[config.mk]
export PLATFORM = sky130hd
export DESIGN_NAME = odsc_top
export DESIGN_NICKNAME = d
export VERILOG_FILES = /design/src/odsc_sync.v /design/src/odsc_fifo.v /design/src/odsc_top.v
export VERILOG_INCLUDE_DIRS = /design/src
export SDC_FILE = /design/constraint.sdc
export NUM_CORES = 1
export LEC_CHECK = 0
export ABC_AREA = 1
export BUFFER_PORTS_ARGS = -buffer_cell sky130_fd_sc_hd__buf_2
export CORE_MARGIN = 2
export CORE_UTILIZATION = 58
export CTS_CLUSTER_DIAMETER = 50
export DETAILED_ROUTE_END_ITERATION = 7
export PLACE_DENSITY_LB_ADDON = 0.1
export REMOVE_ABC_BUFFERS = 1
export SLEW_MARGIN = 15
export SYNTH_ARGS = -nofsm -noshare
export SYNTH_HDL_FRONTEND = slang
export SYNTH_SLANG_ARGS = --single-unit
export TNS_END_PERCENT = 10
[constraint.sdc]
create_clock -name clock -period 2.6 [get_ports clock]
set_input_delay 0.26 -clock clock [delete_from_list [all_inputs] [get_ports clock]]
set_output_delay 0.26 -clock clock [all_outputs]
set_load 0.005 [all_outputs]
[src/odsc_consts.vh]
// Purpose: constants for the octal driver serial control and diagnostic block
// Assumes: 50 MHz system clock, link clock sampled as an ordinary input
// Notes: times are given in their own unit, cycle counts derived from them
// Contract
// - eight outputs, each latch, overload, status
// - internal reset is external OR undervoltage
// - outputs gated by one common reset line
// - shift serial input on falling clock edge
// - rising select copies shift register to latches
// - copy only on nonzero multiple of eight
// - falling select loads status into shift register
// - present shift bits on SO each rise
// - status high when output above threshold
// - status meaning depends on commanded state
// - mode low: overcurrent latches off after delay
// - delay timer restarts on valid transfer
// - overcurrent after expiry switches off within 15 us
// - mode high: overcurrent enters current regulation
// - mode high: overtemperature latches output off
// - latched-off shorted output reports high status
// - open load off output reports low status
// - control bit 0 on, 1 off
// - shutdown delay between 70 and 250 us
// - SO floats after select returns high
`ifndef ODSC_CONSTS_VH
`define ODSC_CONSTS_VH
`define ODSC_NUM_OUT 8
`define ODSC_CNT_W 4
`define ODSC_BYTE_MASK 4'h7
`define ODSC_CLK_MHZ 50
`define ODSC_DLY_US 150
`define ODSC_DLY_CYC (`ODSC_DLY_US * `ODSC_CLK_MHZ)
`define ODSC_TMR_W 16
`define ODSC_LATCH_RST 8'hFF
`define ODSC_FIFO_DEPTH 4
`define ODSC_FIFO_AW 2
`endif

[src/odsc_sync.v]
// Purpose: two flip-flop synchroniser for one level
// Assumes: input from outside the clock domain
// Notes: first stage feeds only the second stage
`timescale 1ns/100ps
`default_nettype none
module odsc_sync (
    // clock and reset
    input wire clock,
    input wire rst_n,
    // level in and out
    input wire din,
    output reg dout
);
    reg meta_q; // first stage
    // two stage capture
    always @(posedge clock or negedge rst_n) begin
        if (!rst_n) begin
            meta_q <= 1'b0;
            dout <= 1'b0;
        end else begin
            meta_q <= din;
            dout <= meta_q;
        end
    end
endmodule // odsc_sync
`default_nettype wire

[src/odsc_fifo.v]
// Purpose: small fifo between frame capture and output latches
// Assumes: single clock
// Notes: width and depth parameters, depth a power of two
`timescale 1ns/100ps
`default_nettype none
module odsc_fifo #(
    parameter WIDTH = 8,
    parameter DEPTH = 4,
    parameter AW = 2
) (
    // clock and reset
    input wire clock,
    input wire rst_n,
    // write side
    input wire in_valid,
    output wire in_ready,
    input wire [WIDTH-1:0] in_data,
    // read side
    output wire out_valid,
    input wire out_ready,
    output wire [WIDTH-1:0] out_data
);
    reg [WIDTH-1:0] mem [0:DEPTH-1]; // storage
    reg [AW-1:0] wr_q; // write pointer
    reg [AW-1:0] rd_q; // read pointer
    reg [AW:0] cnt_q; // fill level
    wire push;
    wire pop;
    assign in_ready = (cnt_q != DEPTH[AW:0]);
    assign out_valid = (cnt_q != {(AW+1){1'b0}});
    assign out_data = mem[rd_q];
    assign push = in_valid && in_ready;
    assign pop = out_valid && out_ready;
    // storage write, no reset needed
    always @(posedge clock) begin
        if (push) begin
            mem[wr_q] <= in_data;
        end
    end
    // pointers and level
    always @(posedge clock or negedge rst_n) begin
        if (!rst_n) begin
            wr_q <= {AW{1'b0}};
            rd_q <= {AW{1'b0}};
            cnt_q <= {(AW+1){1'b0}};
        end else begin
            if (push) begin
                wr_q <= wr_q + 1'b1;
            end
            if (pop) begin
                rd_q <= rd_q + 1'b1;
            end
            if (push && !pop) begin
                cnt_q <= cnt_q + 1'b1;
            end else if (pop && !push) begin
                cnt_q <= cnt_q - 1'b1;
            end
        end
    end
endmodule // odsc_fifo
`default_nettype wire

[src/odsc_top.v]
// Purpose: serial control, overload latching and diagnostics of eight drivers
// Assumes: link pins sampled by the 50 MHz clock after two flip-flops
// Notes: analog comparators and fault sensing arrive as plain inputs
`include "odsc_consts.vh"
`timescale 1ns/100ps
`default_nettype none
module odsc_top #(
    parameter NOUT = `ODSC_NUM_OUT,
    parameter DLY_CYC = `ODSC_DLY_CYC
) (
    // clock and resets
    input wire clock,
    input wire rst_n,
    input wire ext_reset_n,
    input wire uv_reset,
    // serial link pins
    input wire sclk,
    input wire select_n,
    input wire si,
    output reg so,
    output wire so_oe_n,
    // fault mode and analog sense
    input wire fault_mode_select,
    input wire [NOUT-1:0] above_diag_threshold,
    input wire [NOUT-1:0] over_current,
    input wire [NOUT-1:0] over_temp,
    // driver controls
    output wire [NOUT-1:0] out_on,
    output wire [NOUT-1:0] current_regulate,
    output wire [NOUT-1:0] overload_latched,
    output wire chip_reset
);
    // synchronised pins
    wire sclk_s;
    wire sel_n_s;
    wire si_s;
    wire ext_rst_n_s;
    wire uv_s;
    reg sclk_d_q; // previous clock sample
    reg sel_d_q; // previous select sample
    wire sclk_rise;
    wire sclk_fall;
    wire sel_fall;
    wire sel_rise;
    reg [NOUT-1:0] shift_q; // shift register
    reg [`ODSC_CNT_W-1:0] bits_q; // low bits of clock count
    reg any_q; // at least one clock seen
    reg [NOUT-1:0] latch_q; // control latches, 1 means off
    reg [NOUT-1:0] ovl_q; // overload latches
    reg [`ODSC_TMR_W-1:0] tmr_q; // shutdown delay timer
    reg tmr_run_q; // timer still counting
    wire frame_ok;
    wire fifo_in_ready;
    wire fifo_out_valid;
    wire [NOUT-1:0] fifo_out_data;
    wire int_reset;
    wire [NOUT-1:0] on_cmd;
    genvar gi;

    // pin synchronisers
    odsc_sync u_sclk (.clock(clock), .rst_n(rst_n), .din(sclk), .dout(sclk_s));
    odsc_sync u_sel (.clock(clock), .rst_n(rst_n), .din(~select_n), .dout(sel_n_s));
    odsc_sync u_si (.clock(clock), .rst_n(rst_n), .din(si), .dout(si_s));
    odsc_sync u_ext (.clock(clock), .rst_n(rst_n), .din(ext_reset_n), .dout(ext_rst_n_s));
    odsc_sync u_uv (.clock(clock), .rst_n(rst_n), .din(uv_reset), .dout(uv_s));

    // internal reset from either source
    assign int_reset = ~ext_rst_n_s | uv_s;
    assign chip_reset = int_reset;

    // edge detection on synchronised pins, sel_n_s is active-high selected
    always @(posedge clock or negedge rst_n) begin
        if (!rst_n) begin
            sclk_d_q <= 1'b0;
            sel_d_q <= 1'b0;
        end else begin
            sclk_d_q <= sclk_s;
            sel_d_q <= sel_n_s;
        end
    end
    assign sclk_rise = sclk_s & ~sclk_d_q;
    assign sclk_fall = ~sclk_s & sclk_d_q;
    assign sel_fall = sel_n_s & ~sel_d_q; // select goes low
    assign sel_rise = ~sel_n_s & sel_d_q; // select goes high

    // count filter: nonzero multiple of eight clocks
    assign frame_ok = any_q && ((bits_q & `ODSC_BYTE_MASK) == 4'h0);

    // shift register, status load and bit counter
    always @(posedge clock or negedge rst_n) begin
        if (!rst_n) begin
            shift_q <= {NOUT{1'b0}};
            bits_q <= {`ODSC_CNT_W{1'b0}};
            any_q <= 1'b0;
        end else if (sel_fall) begin
            shift_q <= above_diag_threshold;
            bits_q <= {`ODSC_CNT_W{1'b0}};
            any_q <= 1'b0;
        end else if (sel_n_s && sclk_fall) begin
            shift_q <= {shift_q[NOUT-2:0], si_s};
            bits_q <= bits_q + 1'b1;
            any_q <= 1'b1;
        end
    end

    // serial out: msb on select fall, next bit each rising clock
    always @(posedge clock or negedge rst_n) begin
        if (!rst_n) begin
            so <= 1'b0;
        end else if (sel_fall) begin
            so <= above_diag_threshold[NOUT-1];
        end else if (sel_n_s && sclk_rise) begin
            so <= shift_q[NOUT-2];
        end
    end
    // drive only while selected, float afterwards
    assign so_oe_n = ~sel_n_s;

    // valid frames queue toward the latches
    odsc_fifo #(
        .WIDTH(NOUT),
        .DEPTH(`ODSC_FIFO_DEPTH),
        .AW(`ODSC_FIFO_AW)
    ) u_fifo (
        .clock(clock),
        .rst_n(rst_n),
        .in_valid(sel_rise && frame_ok),
        .in_ready(fifo_in_ready),
        .in_data(shift_q),
        .out_valid(fifo_out_valid),
        .out_ready(1'b1),
        .out_data(fifo_out_data)
    );

    // output latches, overload latches and delay timer
    always @(posedge clock or negedge rst_n) begin
        if (!rst_n) begin
            latch_q <= `ODSC_LATCH_RST;
            ovl_q <= {NOUT{1'b0}};
            tmr_q <= {`ODSC_TMR_W{1'b0}};
            tmr_run_q <= 1'b0;
        end else if (int_reset) begin
            latch_q <= `ODSC_LATCH_RST;
            ovl_q <= {NOUT{1'b0}};
            tmr_q <= {`ODSC_TMR_W{1'b0}};
            tmr_run_q <= 1'b0;
        end else if (fifo_out_valid) begin
            latch_q <= fifo_out_data;
            ovl_q <= {NOUT{1'b0}}; // new write re-arms outputs
            tmr_q <= DLY_CYC[`ODSC_TMR_W-1:0];
            tmr_run_q <= 1'b1;
        end else begin
            if (tmr_run_q) begin
                if (tmr_q == {{(`ODSC_TMR_W-1){1'b0}}, 1'b1}) begin
                    tmr_run_q <= 1'b0;
                end
                tmr_q <= tmr_q - 1'b1;
            end
            // low mode latches overcurrent once delay is over, immediately after
            if (!fault_mode_select && !tmr_run_q) begin
                ovl_q <= ovl_q | (over_current & on_cmd);
            end
            if (fault_mode_select) begin
                ovl_q <= ovl_q | (over_temp & on_cmd);
            end
        end
    end

    // per output drive decode
    generate
        for (gi = 0; gi < NOUT; gi = gi + 1) begin : g_out
            // bit 0 commands on
            assign on_cmd[gi] = ~latch_q[gi] & ~int_reset;
            assign out_on[gi] = on_cmd[gi] & ~ovl_q[gi];
            assign current_regulate[gi] = out_on[gi] & fault_mode_select
                & over_current[gi];
            assign overload_latched[gi] = ovl_q[gi];
        end
    endgenerate
endmodule // odsc_top
`default_nettype wire

==> reports/results.txt <==
The proportion of register bits with asynchronous set or reset after synthesis is 67.0%. Type of the setup path with the least slack: register to register. During synthesis, Yosys emitted a total of 0 warnings. The tools report the number of hold violations in the final report as 0. The post-synthesis sequential element count was 97; the cell count after placement was 635. The number of post-CTS setup repair buffers is 0, and the share of the synthesized area in the top cell type is 31.3%.

In the synthesized netlist, the cells that appear most often are 82 x sky130_fd_sc_hd__nand2_1, 76 x sky130_fd_sc_hd__nor2_1, 59 x sky130_fd_sc_hd__inv_1, 57 x sky130_fd_sc_hd__dfrtp_1, 38 x sky130_fd_sc_hd__o21ai_0. Leaving out filler cells and counting taps, the final layout contains 656. Number of antenna violations at the first check in global routing: 0. The pin count of the biggest net entering global routing is 32. The slew of the pin with the lowest slew margin works out to 0.701 ns. The die is 92.7 um wide. Hold is met by 0.0314 ns. Summed over all instances, the cell type with the most area after synthesis is sky130_fd_sc_hd__dfrtp_1. The tools report the count of nets left with antenna violations after detail routing as 0. Sequential share of the synthesized area: 57.0%. Setup repair after global routing left no endpoint under its margin. The endpoint of the worst register-to-register path was u_fifo.cnt_q[2]$_DFFE_PN0P_.

The final worst-path cycle share is 87.5%, and the core outline area is 7690 sq um. The first routing iteration left 179 violations. Sorting the synthesized cells by area gives the leading types as sky130_fd_sc_hd__dfrtp_1 31%, sky130_fd_sc_hd__edfxtp_1 21%, sky130_fd_sc_hd__nand2_1 6.8%.

The master cell of the clock root buffer was sky130_fd_sc_hd__clkbuf_8. The die span in y works out to 92.7 um. The flow ran to the end, and the final reports show no timing, DRC or antenna violations. The logs give 0 for the setup violation total in the final timing report and 32 for the site row count. The final-report max-slew violation count was 0; the cell area after synthesis was 4560 sq um. The run gives 439 MHz as the maximum clock frequency. Counting instances, the worst hold path has a depth of 2. The logs give 0.36 ns for the clock insertion delay at the later pin of the skew report and 59 for the number of ports placed on the die boundary.

The logs give 3207 for the number of global-route vias before repair and 0.32 ns for the minimum setup slack among reg-to-reg paths. The setup clock skew after layout was 0.0122 ns; the area overhead of the layout relative to synthesis was 13.7%. Clock-pin slew was measured on the worst setup and hold paths at 0.10 ns. The main flop type after synthesis was sky130_fd_sc_hd__dfrtp_1. The die covers 8590 sq um.

The number of cells on the worst reg-to-reg path works out to 12. The number of port buffers came out at 58. The worst hold path begins at select_n. Launching point of the worst reg2reg path: bits_q[0]$_DFFE_PN0P_. At the placement stage, the worst setup path has a slack of 0.324 ns.

Counting the buffers created by CTS gives 9. The layout has 664 filler cells. TritonCTS built the clock tree. For the buffer depth of the longest clock path, the log shows 2. The number of nets in the layout is 591. The number of flops mapped to enable cells by yosys was 32; the number of detailed-routing iterations run before antenna repair was 4.

Summed over all nets, the half-perimeter wirelength after detailed placement is 6210 um. The synthesized netlist contains 44 unique library cells. Adding up every negative setup slack in the final design gives 0 ns. The congestion estimate from routability-driven global placement came to 0.882.

Headroom to the max-slew limit came out at 53.1%. VDD sags by at most 0.419 mV. After detailed routing, the number of remaining DRC violations is 0. The fraction of layout cells with a size suffix above 1 was 20.6%; the maximum net fanout on the critical path was 6. For the starting density of the core, the log shows 59.3%. Total of max-cap violations: 0. The worst setup path is captured at a register. The first-pass GRT wire length was 14800 um; the count of mapped cells out of synthesis was 481. After detailed routing, the average wire length per cell comes to 12.8 um. For the sum of overflow across all layers after global routing, the log shows 0.

At the worst endpoint, the required time is 2.84 ns. The worst hold path belongs to the class input port to register. The total number of vias was 3325; the share of the core filled with cells in the final layout was 67.4%. The final layout contains routed wiring with a total length of 8420 um. In the global route stage, overall resource usage came out at 21.9%. The mean area per synthesized cell was 9.48 sq um.

Data on the critical path arrives at its endpoint at 2.52 ns. The ratio of total power to cell area is 771 nW/um^2. The worst setup path is launched from a register. The diode insertion count for antenna repair came out at 0. The worst hold endpoint was u_sel.meta_q$_DFF_PN0_.

The final worst slack was 0.324 ns. The number of H-tree levels came out at 3. The via density per instance was 5.07. The shortest period the worst path allows was 2.28 ns; the TritonCTS sink count was 97. For this design the static power due to leakage is 2.41 nW.

Yosys instantiated no cell more often than sky130_fd_sc_hd__nand2_1.
## report_power, final
group	total (W)	leakage [nW]	internal (W)	switching [W]
combinational	0.00104	1.22	0.000380	0.000656
clock	0.000974	0.105	0.000387	0.000587
sequential	0.00199	1.09	0.00181	0.000176
## placed cells by master (no fill, tap or decap), types with 5 or more instances in the layout
cell	instances
sky130_fd_sc_hd__inv_1	59
sky130_fd_sc_hd__o211ai_1	11
sky130_fd_sc_hd__a21oi_1	17
sky130_fd_sc_hd__o21ai_0	38
sky130_fd_sc_hd__dlygate4sd3_1	5
sky130_fd_sc_hd__nor2_1	76
sky130_fd_sc_hd__clkbuf_8	9
sky130_fd_sc_hd__ha_1	9
sky130_fd_sc_hd__dfstp_2	8
sky130_fd_sc_hd__and3_1	6
sky130_fd_sc_hd__edfxtp_1	32
sky130_fd_sc_hd__nand2_1	82
sky130_fd_sc_hd__buf_2	58
sky130_fd_sc_hd__dfrtp_1	57
sky130_fd_sc_hd__nand3_1	22
## cell families after synthesis
kind of cell | after synthesis | share of synthesized area, %
multiplexers | 1 | 0.247
buffers and inverters | 75 | 7.27
AO/OA/AOI/OAI | 77 | 9.74
adder cells (fa/ha/maj) | 10 | 2.91
XOR/XNOR | 5 | 0.960
flip-flops | 97 | 57.0
AND/OR/NAND/NOR | 216 | 21.9
## per-stage QoR
step                      cell area, sq um  total power (W)
after floorplan                       4490          0.00274
after global placement                4930          0.00299
after detailed placement              4930          0.00305
after CTS                             5180          0.00403
after global routing                  5180          0.00430
final                                 5180          0.00400
## sequential cells by signal, summed over array words and instances, names as in the netlist, 2 cells and up
name              flops
bits_q                3
latch_q               8
overload_latched      8
shift_q               8
tmr_q                16
u_fifo.cnt_q          3
u_fifo.mem           32
u_fifo.rd_q           2
u_fifo.wr_q           2
## critical path, stage by stage, from the launching register on
cell and delay (ns):
sky130_fd_sc_hd__dfrtp_1 0.40, sky130_fd_sc_hd__inv_1 0.10, sky130_fd_sc_hd__ha_1 0.15, sky130_fd_sc_hd__nand3_1 0.07, sky130_fd_sc_hd__nor3_1 0.14, sky130_fd_sc_hd__nand2_1 0.18
sky130_fd_sc_hd__inv_1 0.13, sky130_fd_sc_hd__ha_1 0.15, sky130_fd_sc_hd__inv_1 0.07, sky130_fd_sc_hd__fa_1 0.38, sky130_fd_sc_hd__a21oi_1 0.14, sky130_fd_sc_hd__o21ai_0 0.11
sky130_fd_sc_hd__xor2_1 0.16
## timing repair
item,CTS,global route
hold buffers,5,0
gates resized for setup,0,0
endpoints found under the hold margin,12,0
## how the worst max path moves through the flow
stage,endpoint,from,cells after the start
floorplan,u_fifo.cnt_q[2]$_DFFE_PN0P_,bits_q[0]$_DFFE_PN0P_,12
global placement,u_fifo.cnt_q[2]$_DFFE_PN0P_,bits_q[0]$_DFFE_PN0P_,12
detailed placement,u_fifo.cnt_q[2]$_DFFE_PN0P_,bits_q[0]$_DFFE_PN0P_,12
CTS,u_fifo.cnt_q[2]$_DFFE_PN0P_,bits_q[0]$_DFFE_PN0P_,12
global route,u_fifo.cnt_q[2]$_DFFE_PN0P_,bits_q[0]$_DFFE_PN0P_,12
finish,u_fifo.cnt_q[2]$_DFFE_PN0P_,bits_q[0]$_DFFE_PN0P_,12
## cell type report
type,instances,area (sq um),area share (%)
Timing Repair Buffer,66,363,7.00
Clock inverter,7,83.8,1.62
Tap cell,102,128,2.46
Clock buffer,9,124,2.39
Inverter,66,258,4.97
Sequential cell,97,2600,50.1
Multi-Input combinational cell,309,1630,31.5
## layer usage
metal	share of wire (%)	track usage, %	vias up
met5	0	0	-
met1	48	30.3	1529
met2	46	35.4	87
met4	0.95	5.64	0
met3	5.4	5.37	7
li1	-	-	1702
(Power assumes the default switching activity.)
